`src/hw/emd_defines.vh`:
```
// Constants shared by the extended move decoder files.
`ifndef EMD_DEFINES_VH
`define EMD_DEFINES_VH

// Escape prefix that opens this group in compatibility opcode mode.
`define EMD_ESC_PREFIX    8'hA5

// Opcode bytes of the group.
`define EMD_OP_LOAD_EXT   8'h7E
`define EMD_OP_STORE_EXT  8'h7A
`define EMD_OP_LOAD_IND   8'h0B
`define EMD_OP_STORE_IND  8'h1B
`define EMD_OP_LD_B_WD    8'h09
`define EMD_OP_LD_W_WD    8'h49
`define EMD_OP_LD_B_DD    8'h29
`define EMD_OP_LD_W_DD    8'h69
`define EMD_OP_ST_B_WD    8'h19
`define EMD_OP_ST_W_WD    8'h59
`define EMD_OP_ST_B_DD    8'h39

// Addressing modes reported on amode_o.
`define EMD_AM_NONE       3'h0
`define EMD_AM_IMM0       3'h1
`define EMD_AM_IMM1       3'h2
`define EMD_AM_SHORT_DIRECT_ADDRESS       3'h3
`define EMD_AM_LONG_DIRECT_ADDRESS      3'h4
`define EMD_AM_IND        3'h5
`define EMD_AM_DISP       3'h6

// Operand sizes of a register field.
`define EMD_SZ_BYTE       2'h0
`define EMD_SZ_WORD       2'h1
`define EMD_SZ_DWORD      2'h2

// Short direct addresses of the four I/O ports.
`define EMD_IO_PORT0_ADDR 8'h80
`define EMD_IO_PORT1_ADDR 8'h90
`define EMD_IO_PORT2_ADDR 8'hA0
`define EMD_IO_PORT3_ADDR 8'hB0

// Decoder sequencer states.
`define EMD_ST_IDLE       2'h0
`define EMD_ST_PREFIX     2'h1
`define EMD_ST_BODY       2'h2

`endif

```
`src/hw/emd_decoder.v`:
```
// Byte-stream decoder of the extended move instruction group.
//
// Notes on behaviour
// - Compatibility mode needs escape prefix, one byte longer.
// - Short direct byte move touching ports 0-3 adds one state.
// - Load byte register from short direct, 2 states.
// - Load word register from short direct, 3 states.
// - Store word register to long direct, 4 states.
// - Store byte register to short direct, 3 states.
// - Store dword register to short direct, 6 states.
// - Store word register to short direct, 4 states.
// - Store dword register to long direct, 6 states.
// - Load byte via dword plus offset, 6 states.
// - Load word via dword plus offset, 7 states.
// - Store byte via word plus offset, 5 states.
// - Store byte via dword plus offset, 6 states.
`timescale 1ns/100ps
`include "emd_defines.vh"
module emd_decoder (
  input  wire        core_clk_i,
  input  wire        rst_i,
  input  wire        compat_mode_i,
  input  wire        byte_valid_i,
  input  wire [7:0]  byte_i,
  output wire        byte_ready_o,
  output reg         dec_valid_o,
  output reg         dec_miss_o,
  output reg         dec_illegal_o,
  output reg  [2:0]  amode_o,
  output reg         store_o,
  output reg  [3:0]  data_reg_o,
  output reg  [1:0]  data_size_o,
  output reg  [3:0]  ptr_reg_o,
  output reg  [1:0]  ptr_size_o,
  output reg  [15:0] address_o,
  output reg  [15:0] word_offset_o,
  output reg  [31:0] immediate_o,
  output reg         io_port_o,
  output reg  [2:0]  length_o,
  output reg  [3:0]  states_o
);
  reg  [1:0] state_q;
  reg  [1:0] state_d;
  reg  [2:0] cnt_q;
  reg  [7:0] buf_q [0:4];
  wire [7:0] cur [0:4];
  wire       cls_hit;
  wire [2:0] cls_len;
  wire [3:0] cls_st;
  wire [2:0] cls_am;
  wire [1:0] cls_dsz;
  wire [1:0] cls_psz;
  wire       cls_store;
  wire       take;
  wire       grp_now;
  wire       last;
  wire       port_hit;
  wire       io_extra;

  // Opcodes that open this group; anything else is left to other decoders.
  function grp_op;
    input [7:0] op;
    begin
      case (op)
        `EMD_OP_LOAD_EXT, `EMD_OP_STORE_EXT, `EMD_OP_LOAD_IND, `EMD_OP_STORE_IND,
        `EMD_OP_LD_B_WD, `EMD_OP_LD_W_WD, `EMD_OP_LD_B_DD, `EMD_OP_LD_W_DD,
        `EMD_OP_ST_B_WD, `EMD_OP_ST_W_WD, `EMD_OP_ST_B_DD: grp_op = 1'b1;
        default: grp_op = 1'b0;
      endcase
    end
  endfunction

  // The decoder never stalls the fetch path; every offered byte is consumed.
  assign byte_ready_o = 1'b1;
  assign take         = byte_valid_i;
  assign grp_now      = grp_op(byte_i);

  // View of the instruction bytes with the incoming byte placed at its slot.
  genvar gi;
  generate
    for (gi = 0; gi < 5; gi = gi + 1) begin : g_cur
      localparam [2:0] IDX = gi;
      assign cur[gi] = (cnt_q == IDX) ? byte_i : buf_q[gi];
    end
  endgenerate

  emd_classify u_classify (
    .opcode_i    (cur[0]),
    .operand_i   (cur[1]),
    .hit_o       (cls_hit),
    .length_o    (cls_len),
    .states_o    (cls_st),
    .amode_o     (cls_am),
    .data_size_o (cls_dsz),
    .ptr_size_o  (cls_psz),
    .store_o     (cls_store)
  );

  // Count of bytes after any prefix reaches the native length on the final byte.
  assign last = (state_q == `EMD_ST_BODY) && (cnt_q != 3'h1) && (cnt_q + 3'h1 == cls_len);

  assign port_hit = (cur[2] == `EMD_IO_PORT0_ADDR) || (cur[2] == `EMD_IO_PORT1_ADDR) ||
                    (cur[2] == `EMD_IO_PORT2_ADDR) || (cur[2] == `EMD_IO_PORT3_ADDR);
  assign io_extra = (cls_am == `EMD_AM_SHORT_DIRECT_ADDRESS) && (cls_dsz == `EMD_SZ_BYTE) && port_hit;

  always @* begin
    state_d = state_q;
    case (state_q)
      `EMD_ST_IDLE: begin
        if (take) begin
          if (compat_mode_i) begin
            if (byte_i == `EMD_ESC_PREFIX) begin
              state_d = `EMD_ST_PREFIX;
            end
          end else if (grp_now) begin
            state_d = `EMD_ST_BODY;
          end
        end
      end
      `EMD_ST_PREFIX: begin
        if (take) begin
          state_d = grp_now ? `EMD_ST_BODY : `EMD_ST_IDLE;
        end
      end
      `EMD_ST_BODY: begin
        if (take && (((cnt_q == 3'h1) && !cls_hit) || last)) begin
          state_d = `EMD_ST_IDLE;
        end
      end
      default: state_d = `EMD_ST_IDLE;
    endcase
  end

  always @(posedge core_clk_i) begin
    if (rst_i) begin
      state_q <= `EMD_ST_IDLE;
      cnt_q   <= 3'h0;
    end else begin
      state_q <= state_d;
      if (take) begin
        if (state_d == `EMD_ST_BODY) begin
          buf_q[cnt_q] <= byte_i;
          cnt_q        <= cnt_q + 3'h1;
        end else begin
          cnt_q <= 3'h0;
        end
      end
    end
  end

  always @(posedge core_clk_i) begin
    if (rst_i) begin
      dec_valid_o   <= 1'b0;
      dec_miss_o    <= 1'b0;
      dec_illegal_o <= 1'b0;
      amode_o       <= `EMD_AM_NONE;
      store_o       <= 1'b0;
      data_reg_o    <= 4'h0;
      data_size_o   <= `EMD_SZ_BYTE;
      ptr_reg_o     <= 4'h0;
      ptr_size_o    <= `EMD_SZ_BYTE;
      address_o     <= 16'h0000;
      word_offset_o <= 16'h0000;
      immediate_o   <= 32'h00000000;
      io_port_o     <= 1'b0;
      length_o      <= 3'h0;
      states_o      <= 4'h0;
    end else begin
      // In compatibility mode a bare opcode byte is not ours, even if it matches.
      dec_miss_o <= take && (((state_q == `EMD_ST_IDLE) &&
                    (compat_mode_i ? (byte_i != `EMD_ESC_PREFIX) : !grp_now)) ||
                    ((state_q == `EMD_ST_PREFIX) && !grp_now));
      dec_illegal_o <= take && (state_q == `EMD_ST_BODY) && (cnt_q == 3'h1) && !cls_hit;
      dec_valid_o   <= take && last;
      if (take && last) begin
        amode_o     <= cls_am;
        store_o     <= cls_store;
        data_size_o <= cls_dsz;
        ptr_size_o  <= cls_psz;
        io_port_o   <= io_extra;
        length_o    <= cls_len + {2'h0, compat_mode_i};
        states_o    <= cls_st + {3'h0, compat_mode_i} + {3'h0, io_extra};
        case (cls_am)
          `EMD_AM_IND: begin
            ptr_reg_o  <= cur[1][7:4];
            data_reg_o <= cur[2][7:4];
          end
          `EMD_AM_DISP: begin
            // Loads carry the data register first, stores the pointer register first.
            ptr_reg_o  <= cls_store ? cur[1][7:4] : cur[1][3:0];
            data_reg_o <= cls_store ? cur[1][3:0] : cur[1][7:4];
          end
          default: begin
            ptr_reg_o  <= 4'h0;
            data_reg_o <= cur[1][7:4];
          end
        endcase
        case (cls_am)
          `EMD_AM_SHORT_DIRECT_ADDRESS:  address_o <= {8'h00, cur[2]};
          `EMD_AM_LONG_DIRECT_ADDRESS: address_o <= {cur[2], cur[3]};
          default:       address_o <= 16'h0000;
        endcase
        word_offset_o <= (cls_am == `EMD_AM_DISP) ? {cur[2], cur[3]} : 16'h0000;
        case (cls_am)
          `EMD_AM_IMM0: immediate_o <= {16'h0000, cur[2], cur[3]};
          `EMD_AM_IMM1: immediate_o <= {16'hFFFF, cur[2], cur[3]};
          default:      immediate_o <= 32'h00000000;
        endcase
      end
    end
  end
endmodule // emd_decoder

```
`src/hw/emd_classify.v`:
```
// Opcode and operand-byte classifier of the extended move group.
`timescale 1ns/100ps
`include "emd_defines.vh"
module emd_classify (
  input  wire [7:0] opcode_i,
  input  wire [7:0] operand_i,
  output reg        hit_o,
  output reg  [2:0] length_o,
  output reg  [3:0] states_o,
  output reg  [2:0] amode_o,
  output reg  [1:0] data_size_o,
  output reg  [1:0] ptr_size_o,
  output reg        store_o
);
  // Lengths and state counts are native-mode figures; the top adds the prefix cost.
  always @* begin
    {hit_o, length_o, states_o, amode_o, data_size_o, ptr_size_o, store_o} = 16'h0000;
    case (opcode_i)
      `EMD_OP_LOAD_EXT: begin
        case (operand_i[3:0])
          4'h8: {hit_o, length_o, states_o, amode_o, data_size_o, ptr_size_o, store_o} =
            {1'b1, 3'h4, 4'h4, `EMD_AM_IMM0, `EMD_SZ_DWORD, `EMD_SZ_BYTE, 1'b0};
          4'hC: {hit_o, length_o, states_o, amode_o, data_size_o, ptr_size_o, store_o} =
            {1'b1, 3'h4, 4'h4, `EMD_AM_IMM1, `EMD_SZ_DWORD, `EMD_SZ_BYTE, 1'b0};
          4'h1: {hit_o, length_o, states_o, amode_o, data_size_o, ptr_size_o, store_o} =
            {1'b1, 3'h3, 4'h2, `EMD_AM_SHORT_DIRECT_ADDRESS, `EMD_SZ_BYTE, `EMD_SZ_BYTE, 1'b0};
          4'h5: {hit_o, length_o, states_o, amode_o, data_size_o, ptr_size_o, store_o} =
            {1'b1, 3'h3, 4'h3, `EMD_AM_SHORT_DIRECT_ADDRESS, `EMD_SZ_WORD, `EMD_SZ_BYTE, 1'b0};
          4'hD: {hit_o, length_o, states_o, amode_o, data_size_o, ptr_size_o, store_o} =
            {1'b1, 3'h3, 4'h5, `EMD_AM_SHORT_DIRECT_ADDRESS, `EMD_SZ_DWORD, `EMD_SZ_BYTE, 1'b0};
          4'h3: {hit_o, length_o, states_o, amode_o, data_size_o, ptr_size_o, store_o} =
            {1'b1, 3'h4, 4'h2, `EMD_AM_LONG_DIRECT_ADDRESS, `EMD_SZ_BYTE, `EMD_SZ_BYTE, 1'b0};
          4'h7: {hit_o, length_o, states_o, amode_o, data_size_o, ptr_size_o, store_o} =
            {1'b1, 3'h4, 4'h3, `EMD_AM_LONG_DIRECT_ADDRESS, `EMD_SZ_WORD, `EMD_SZ_BYTE, 1'b0};
          4'hF: {hit_o, length_o, states_o, amode_o, data_size_o, ptr_size_o, store_o} =
            {1'b1, 3'h4, 4'h5, `EMD_AM_LONG_DIRECT_ADDRESS, `EMD_SZ_DWORD, `EMD_SZ_BYTE, 1'b0};
          4'h9: {hit_o, length_o, states_o, amode_o, data_size_o, ptr_size_o, store_o} =
            {1'b1, 3'h3, 4'h2, `EMD_AM_IND, `EMD_SZ_BYTE, `EMD_SZ_WORD, 1'b0};
          4'hB: {hit_o, length_o, states_o, amode_o, data_size_o, ptr_size_o, store_o} =
            {1'b1, 3'h3, 4'h3, `EMD_AM_IND, `EMD_SZ_BYTE, `EMD_SZ_DWORD, 1'b0};
          default: hit_o = 1'b0;
        endcase
      end
      `EMD_OP_STORE_EXT: begin
        case (operand_i[3:0])
          4'h3: {hit_o, length_o, states_o, amode_o, data_size_o, ptr_size_o, store_o} =
            {1'b1, 3'h3, 4'h3, `EMD_AM_SHORT_DIRECT_ADDRESS, `EMD_SZ_BYTE, `EMD_SZ_BYTE, 1'b1};
          4'h5: {hit_o, length_o, states_o, amode_o, data_size_o, ptr_size_o, store_o} =
            {1'b1, 3'h3, 4'h4, `EMD_AM_SHORT_DIRECT_ADDRESS, `EMD_SZ_WORD, `EMD_SZ_BYTE, 1'b1};
          4'hD: {hit_o, length_o, states_o, amode_o, data_size_o, ptr_size_o, store_o} =
            {1'b1, 3'h3, 4'h6, `EMD_AM_SHORT_DIRECT_ADDRESS, `EMD_SZ_DWORD, `EMD_SZ_BYTE, 1'b1};
          4'h7: {hit_o, length_o, states_o, amode_o, data_size_o, ptr_size_o, store_o} =
            {1'b1, 3'h4, 4'h4, `EMD_AM_LONG_DIRECT_ADDRESS, `EMD_SZ_WORD, `EMD_SZ_BYTE, 1'b1};
          4'hF: {hit_o, length_o, states_o, amode_o, data_size_o, ptr_size_o, store_o} =
            {1'b1, 3'h4, 4'h6, `EMD_AM_LONG_DIRECT_ADDRESS, `EMD_SZ_DWORD, `EMD_SZ_BYTE, 1'b1};
          4'h9: {hit_o, length_o, states_o, amode_o, data_size_o, ptr_size_o, store_o} =
            {1'b1, 3'h3, 4'h3, `EMD_AM_IND, `EMD_SZ_BYTE, `EMD_SZ_WORD, 1'b1};
          4'hB: {hit_o, length_o, states_o, amode_o, data_size_o, ptr_size_o, store_o} =
            {1'b1, 3'h3, 4'h4, `EMD_AM_IND, `EMD_SZ_BYTE, `EMD_SZ_DWORD, 1'b1};
          default: hit_o = 1'b0;
        endcase
      end
      `EMD_OP_LOAD_IND, `EMD_OP_STORE_IND: begin
        case (operand_i[3:0])
          4'h8: {hit_o, length_o, states_o, amode_o, data_size_o, ptr_size_o, store_o} =
            {1'b1, 3'h3, opcode_i[4] ? 4'h4 : 4'h3, `EMD_AM_IND, `EMD_SZ_WORD,
             `EMD_SZ_WORD, opcode_i[4]};
          4'hA: {hit_o, length_o, states_o, amode_o, data_size_o, ptr_size_o, store_o} =
            {1'b1, 3'h3, opcode_i[4] ? 4'h5 : 4'h4, `EMD_AM_IND, `EMD_SZ_WORD,
             `EMD_SZ_DWORD, opcode_i[4]};
          default: hit_o = 1'b0;
        endcase
      end
      `EMD_OP_LD_B_WD: {hit_o, length_o, states_o, amode_o, data_size_o, ptr_size_o, store_o} =
        {1'b1, 3'h4, 4'h5, `EMD_AM_DISP, `EMD_SZ_BYTE, `EMD_SZ_WORD, 1'b0};
      `EMD_OP_LD_W_WD: {hit_o, length_o, states_o, amode_o, data_size_o, ptr_size_o, store_o} =
        {1'b1, 3'h4, 4'h6, `EMD_AM_DISP, `EMD_SZ_WORD, `EMD_SZ_WORD, 1'b0};
      `EMD_OP_LD_B_DD: {hit_o, length_o, states_o, amode_o, data_size_o, ptr_size_o, store_o} =
        {1'b1, 3'h4, 4'h6, `EMD_AM_DISP, `EMD_SZ_BYTE, `EMD_SZ_DWORD, 1'b0};
      `EMD_OP_LD_W_DD: {hit_o, length_o, states_o, amode_o, data_size_o, ptr_size_o, store_o} =
        {1'b1, 3'h4, 4'h7, `EMD_AM_DISP, `EMD_SZ_WORD, `EMD_SZ_DWORD, 1'b0};
      `EMD_OP_ST_B_WD: {hit_o, length_o, states_o, amode_o, data_size_o, ptr_size_o, store_o} =
        {1'b1, 3'h4, 4'h5, `EMD_AM_DISP, `EMD_SZ_BYTE, `EMD_SZ_WORD, 1'b1};
      `EMD_OP_ST_W_WD: {hit_o, length_o, states_o, amode_o, data_size_o, ptr_size_o, store_o} =
        {1'b1, 3'h4, 4'h6, `EMD_AM_DISP, `EMD_SZ_WORD, `EMD_SZ_WORD, 1'b1};
      `EMD_OP_ST_B_DD: {hit_o, length_o, states_o, amode_o, data_size_o, ptr_size_o, store_o} =
        {1'b1, 3'h4, 4'h6, `EMD_AM_DISP, `EMD_SZ_BYTE, `EMD_SZ_DWORD, 1'b1};
      default: hit_o = 1'b0;
    endcase
  end
endmodule // emd_classify

```
`config.mk`:
```
export PLATFORM = sky130hd
export DESIGN_NAME = emd_decoder
export DESIGN_NICKNAME = d
export VERILOG_FILES = /design/src/hw/emd_decoder.v /design/src/hw/emd_classify.v
export VERILOG_INCLUDE_DIRS = /design/src /design/src/hw
export SDC_FILE = /design/constraint.sdc
export NUM_CORES = 1
export LEC_CHECK = 0
export BUFFER_PORTS_ARGS = -buffer_cell sky130_fd_sc_hd__buf_2
export CORE_MARGIN = 3
export CORE_UTILIZATION = 56
export CTS_BUF_LIST = sky130_fd_sc_hd__clkbuf_16
export DETAILED_ROUTE_END_ITERATION = 7
export PLACE_DENSITY = 0.8
export SETUP_SLACK_MARGIN = 0.15
export SYNTH_ARGS = -nofsm -noshare
export SYNTH_HDL_FRONTEND = slang
export SYNTH_SLANG_ARGS = --single-unit
```
`constraint.sdc`:
```
create_clock -name core_clk_i -period 5 [get_ports core_clk_i]
set_clock_uncertainty 0.2 [all_clocks]
set_input_delay 1 -clock core_clk_i [delete_from_list [all_inputs] [get_ports core_clk_i]]
set_output_delay 1 -clock core_clk_i [all_outputs]
set_load 0.01 [all_outputs]
```
Word-level counts from Yosys, hierarchy flattened --
Memories as Yosys holds them, arrays and structs flattened. Cells that the tools add are included.
Word-level totals: flip-flop bits (word level) 96, bits in writable memories 40, logic and storage cells 179, memories kept 1
Memory list:
- buf_q | depth 5, bits a word 8, read ports 4, clocked after Yosys merged registers in 0, wr ports 1, RTL line emd_decoder.v:45 | reg [7:0] buf_q [0:4];
Operators by class: $add $sub $neg 4, equal/unequal tests 53, muxes and demuxes 53, reductions and logical operators 51
Operators with widths (count):
- $eq 8x7->1 const B | 10
- $pmux 32 s2 | 1
- $eq 8x8->1 const B | 5
- $pmux 3 s4 | 3
- $eq 8x4->1 const B | 4
- $eq 8x5->1 const B | 4
- $eq 8x6->1 const B | 4
- $mux 8 | 4
- $pmux 16 s2 | 1
- $eq 4x4->1 const B | 7
- $pmux 4 s2 | 3
- $pmux 4 s6 | 1
- $reduce_or 3->1 | 8
- $reduce_or 2->1 | 10
- $pmux 3 s3 | 2
- $mux 16 | 1
- $mux 2 | 8
- $pmux 2 s2 | 4
- $pmux 2 s4 | 2
- $pmux 3 s5 | 1
- $reduce_or 5->1 | 3
- $reduce_or 7->1 | 2
- $logic_and 1x1->1 | 13
- $eq 3x2->1 const B | 4
- 27 further kinds | 56

Longest topological paths before layout --
word-level depth 17, mapped depth 17, mapped depth without buffers 15

Modules after synthesis --
From an unflattened synthesis, not the netlist that was laid out.
Unflattened totals: cells, all modules 627, area total of the unflattened synthesis 5666.7 um^2
By module, submodules not included:
- emd_decoder | instances 1, cells each 540, area an instance 5091.1 um^2, sequential area each 2582.5 um^2
- emd_classify | instances 1, cells each 87, area an instance 575.6 um^2, sequential area each 0.0 um^2

Worst setup path after synthesis --
Ideal clock, no wire load.
path kind input -> register, start point input port byte_i[7], end point memory buf_q[0][0] (enable), library setup time 0.395 ns, data arrival time 3.808 ns, data required time 4.405 ns, path slack 0.597 ns, stages on the path 10, cell sequence buf_2 > and4bb_1 > a31o_2 > nand4_1 > or4_1 > nand4_1 > a211o_1 > clkbuf_1 > a21oi_1 > nor4_1
Between the ends: longest elaborated chain between the ends 15
Ends and longest elaborated chain:
- from (decl) | RTL line emd_decoder.v:24 | input wire [7:0] byte_i,
- $mux 8 | RTL line emd_decoder.v:83 | assign cur[gi] = (cnt_q == IDX) ? byte_i : buf_q[gi];
- $eq 8x4->1, or another cell as far along | RTL line emd_classify.v:18 | case (opcode_i)
- $reduce_or 7->1 (no line) / $reduce_or 2->1 (equally long branches)
- $pmux 3 s4 / $pmux 1 s4 (equally long branches) | RTL line emd_classify.v:18
- $eq 3x3->1 / $logic_not 1->1 (equally long branches) | RTL line emd_decoder.v:100, emd_decoder.v:126
- $logic_and 1x1->1 (on tied branches) | RTL line emd_decoder.v:100, emd_decoder.v:126
- $logic_or 1x1->1 | RTL line emd_decoder.v:126 | if (take && (((cnt_q == 3'h1) && !cls_hit) || last)) begin
- $logic_and 1x1->1 | RTL line emd_decoder.v:126
- $mux 2 | RTL line emd_decoder.v:126
- $pmux 2 s3 (*) | RTL line emd_decoder.v:108 | case (state_q)
- $eq 2x2->1 (no line) (*)
- $mux 1 (*) | RTL line emd_decoder.v:141 | if (state_d == `EMD_ST_BODY) begin
- $mux 1 (*) | RTL line emd_decoder.v:140 | if (take) begin
- $mux 1 (*) | RTL line emd_decoder.v:135 | if (rst_i) begin
- $mux 1 (not written as such) (*) | RTL line emd_decoder.v:142 | buf_q[cnt_q] <= byte_i;
- to (decl) | RTL line emd_decoder.v:45
Mark *: on every way between the ends. The rest lies on a longest branch, timed or not.

Final worst setup path --
start point register cnt_q[0], end point register word_offset_o[10]
Between the ends: longest elaborated chain between the ends 9
Ends and longest elaborated chain:
- from (decl) | RTL line emd_decoder.v:44 | reg [2:0] cnt_q;
- from (signal assigned) | RTL line emd_decoder.v:143 | cnt_q <= cnt_q + 3'h1;
- $eq 3x1->1 | RTL line emd_decoder.v:83
- $mux 8 | RTL line emd_decoder.v:83
- $eq 4x2->1, or another cell as far along | RTL line emd_classify.v:20, emd_classify.v:45
- $reduce_or 5->1 (no line) / $reduce_or 2->1 (equally long branches)
- $pmux 3 s2, or another cell as far along | RTL line emd_classify.v:45 | case (operand_i[3:0])
- $pmux 3 s4 | RTL line emd_classify.v:18
- $eq 3x3->1 | RTL line emd_decoder.v:100 | assign last = (state_q == `EMD_ST_BODY) && (cnt_q != 3'h1) && (cnt_q + 3'h1 == cls_len);
- $logic_and 1x1->1 | RTL line emd_decoder.v:100
- $logic_and 1x1->1 | RTL line emd_decoder.v:175 | if (take && last) begin
- to (signal assigned) | RTL line emd_decoder.v:203 | word_offset_o <= (cls_am == `EMD_AM_DISP) ? {cur[2], cur[3]} : 16'h0000;
- to (decl) | RTL line emd_decoder.v:36 | output reg [15:0] word_offset_o,
Several ways; a longest one is shown, not always the timed one. A chain may end at the register's enable or synchronous reset.

==> impl_metrics.ini <==
[power_and_ir_drop]
p_total_w = 0.00224
power.density_nw_per_um2 = 326
vdd_drop_max_mv = 0.212
p_leak_nw = 2.79

[worst_setup_path]
cp-start-kind = flip-flop
r2r_slack_ns = 0.50
worstRegToRegCells = 11
r2r-end = word_offset_o[10]
crit_type = flip-flop to flip-flop
reg2reg_from = cnt_q[0]
worstSetupEndpointType = flip-flop
cp.required_ns = 5.13
cp.arrival_ns = 4.63
worst-path-max-fanout = 16

[clock_tree]
postCtsSetupRepairBufs = 0
cts_resized = 0
cts_hold_buf = 0
clockRootBuffer = clkbuf_16
ctsHtreeMaxLevel = 4
clock_sinks = 113
path_clk_slew_ns = 0.06
clockBufferDepth = 2
cts-buffers-inserted = 17
clock_latency_ns = 0.41
cts_tree = yes

[sta]
min_period_ns = 4.50
setup_tns_ns = 0
rsz0062_at_grt = no
fin_crit_sh_pct = 90.0
finalSetupViolCount = 0
max_slew.worst_pin.slew_ns = 1.10
report.final.slew_viol_count = 0
relSlewSlack_pct = 26.6
hold_violations = 0
max_freq_mhz = 222

[place]
dp_hpwl_mm = 11.7
io_buffers = 102
gp_congestion = 0.864

[synth]
netlist_top_cells_area = dfxtp_1, edfxtp_1, mux2i_1, o2bb2ai_1, nor2_1
synth_top_area_share_pct = 28.3
synth_async_sr_flop_share_pct = 0
synth_area_sq_um = 5730
synth_seq_cells = 113
synth_cells = 574
avgSynthCellArea_sq_um = 9.99
synth_edf_count = 32
synth.net_count = 595
synth.distinct_cells = 68
synthFlopType = dfxtp_1
synth_most_common_cell = dfxtp_1
seq_area_frac_synth_pct = 45.1
yosys_warnings = 0
synth_top_cell_by_area = dfxtp_1
synthTopCellsByCount = dfxtp_1, nor2_1, mux2i_1

[global_routing]
overflow = 0
grt_pass1_vias = 4668
antenna_found_initial = 0
grt_max_degree = 45
track_usage_pct = 29.9
grt_first_pass_wirelength_mm = 26.4

[finish]
final_nets = 682
area_growth_pct = 19.8
antenna_cells = 0
fillers = 724
post-route-util_pct = 69.6
drive_above_1_share_pct = 27.3

[floorplan]
std_cell_rows = 36
start_util_pct = 58.1
dieHeight_microns = 107
io_pins = 104
dieWidth_microns = 107
dieArea_sq_um = 11500
core_sq_um = 9860

[min_path]
hold_path_class = flip-flop to flip-flop
holdPathEnd = word_offset_o[9]
min_from = word_offset_o[9]
min_path_cells = 1

[route]
wl_mm = 16.9
dr_total_vias = 5034
wire_per_inst_microns = 20.9
first_iter_violations = 500
postRouteAntennaNets = 0
post_drt_via_cell_ratio = 6.24
drt-pass1-iter-count = 5
drc = 0

[status]
outcome = finished, final reports clean

[flow_run]
drv_cap = 0
[power by group]
group	leakage (nW)	internal [W]	total, W	switching [W]
Sequential	0.940	0.000941	0.000942	0.000000842
Clock	0.286	0.000709	0.00121	0.000503
Combinational	1.56	0.0000263	0.0000860	0.0000598
[stage by stage]
| stage | hold WS [ns] | cell area, sq um | instances | setup WS [ns] |
|---|---|---|---|---|
| 4_1_cts | 0.261 | 6870 | 807 | 0.576 |
| 3_5_place_dp | 0.241 | 6280 | 775 | 0.516 |
| 5_1_grt | 0.273 | 6870 | 807 | 0.207 |
| 2_1_floorplan | 0.262 | 5730 | 574 | 0.597 |
| 6_report | 0.258 | 6870 | 807 | 0.499 |
| 3_3_place_gp | 0.242 | 6280 | 775 | 0.610 |
[critical path: stages (launching register included)]
cell and delay (ns):
dfxtp_1 0.51, inv_1 0.21, ha_1 0.29, nand2b_1 0.10, buf_4 0.18, mux2i_2 0.30, nand4_1 0.20, or4_1 0.59
a311o_1 0.33, a211o_1 0.50, or3_1 0.71, o2bb2ai_1 0.29
[layout make-up]
cell class	count	area [sq um]	share of cell area, %
repair buffers	122	661	9.62
flip-flops and latches	113	2580	37.6
clock inverters	15	164	2.39
well taps	133	166	2.42
clock buffers	17	425	6.20
multi-input cells	394	2820	41.0
inverters	13	48.8	0.711
[layer usage]
layer,up-vias,part of all wire (%),GRT usage [%]
met1,2410,44,42.7
met4,0,2.3,11.5
li1,2300,-,-
met5,-,0,0
met2,283,45,44.2
met3,41,9.3,6.86
[cells in the final DEF, fill, tap and decap left out, types with 8 or more instances in the layout]
master,instances
clkbuf_16,17
mux2_2,11
dfxtp_1,81
o21ai_0,13
o2bb2ai_1,31
nor3_1,9
inv_1,13
nand2_1,33
o2bb2ai_2,10
a21oi_1,22
a211oi_1,15
ha_1,8
nand2b_1,25
edfxtp_1,32
nand3_1,11
mux2i_1,41
nand4_1,8
buf_4,20
buf_2,102
nor2_1,60
[worst max-delay path by stage]
stage | start | end | slack, ns
2_1_floorplan | byte_i[7] | buf_q[0][0] | 0.60
3_3_place_gp | byte_i[7] | buf_q[0][7] | 0.61
3_5_place_dp | byte_i[7] | buf_q[0][6] | 0.52
4_1_cts | cnt_q[0] | word_offset_o[10] | 0.58
5_1_grt | cnt_q[1] | word_offset_o[8] | 0.21
6_report | cnt_q[0] | word_offset_o[10] | 0.50
[kinds of logic (layout without fill, tap and decap cells)]
kind of cell	Yosys count	after routing	share of synthesized area (%)
compound gates	139	139	19.4
flops	113	113	45.1
mux	55	55	10.0
other cells	1	1	0.0654
simple gates	185	185	16.5
xor+xnor	3	3	0.458
buf+inv	67	167	6.05
fa+ha+maj	11	11	2.44
[registers in the layout (all words and copies together) (netlist names), 2 cells and up]
register / count
states_o: 4
cnt_q: 3
address_o: 16
data_reg_o: 4
immediate_o: 17
amode_o: 3
length_o: 3
state_q: 2
word_offset_o: 16
data_size_o: 2
ptr_size_o: 2
buf_q: 32
ptr_reg_o: 4
Power figures use the tool's default switching activity.
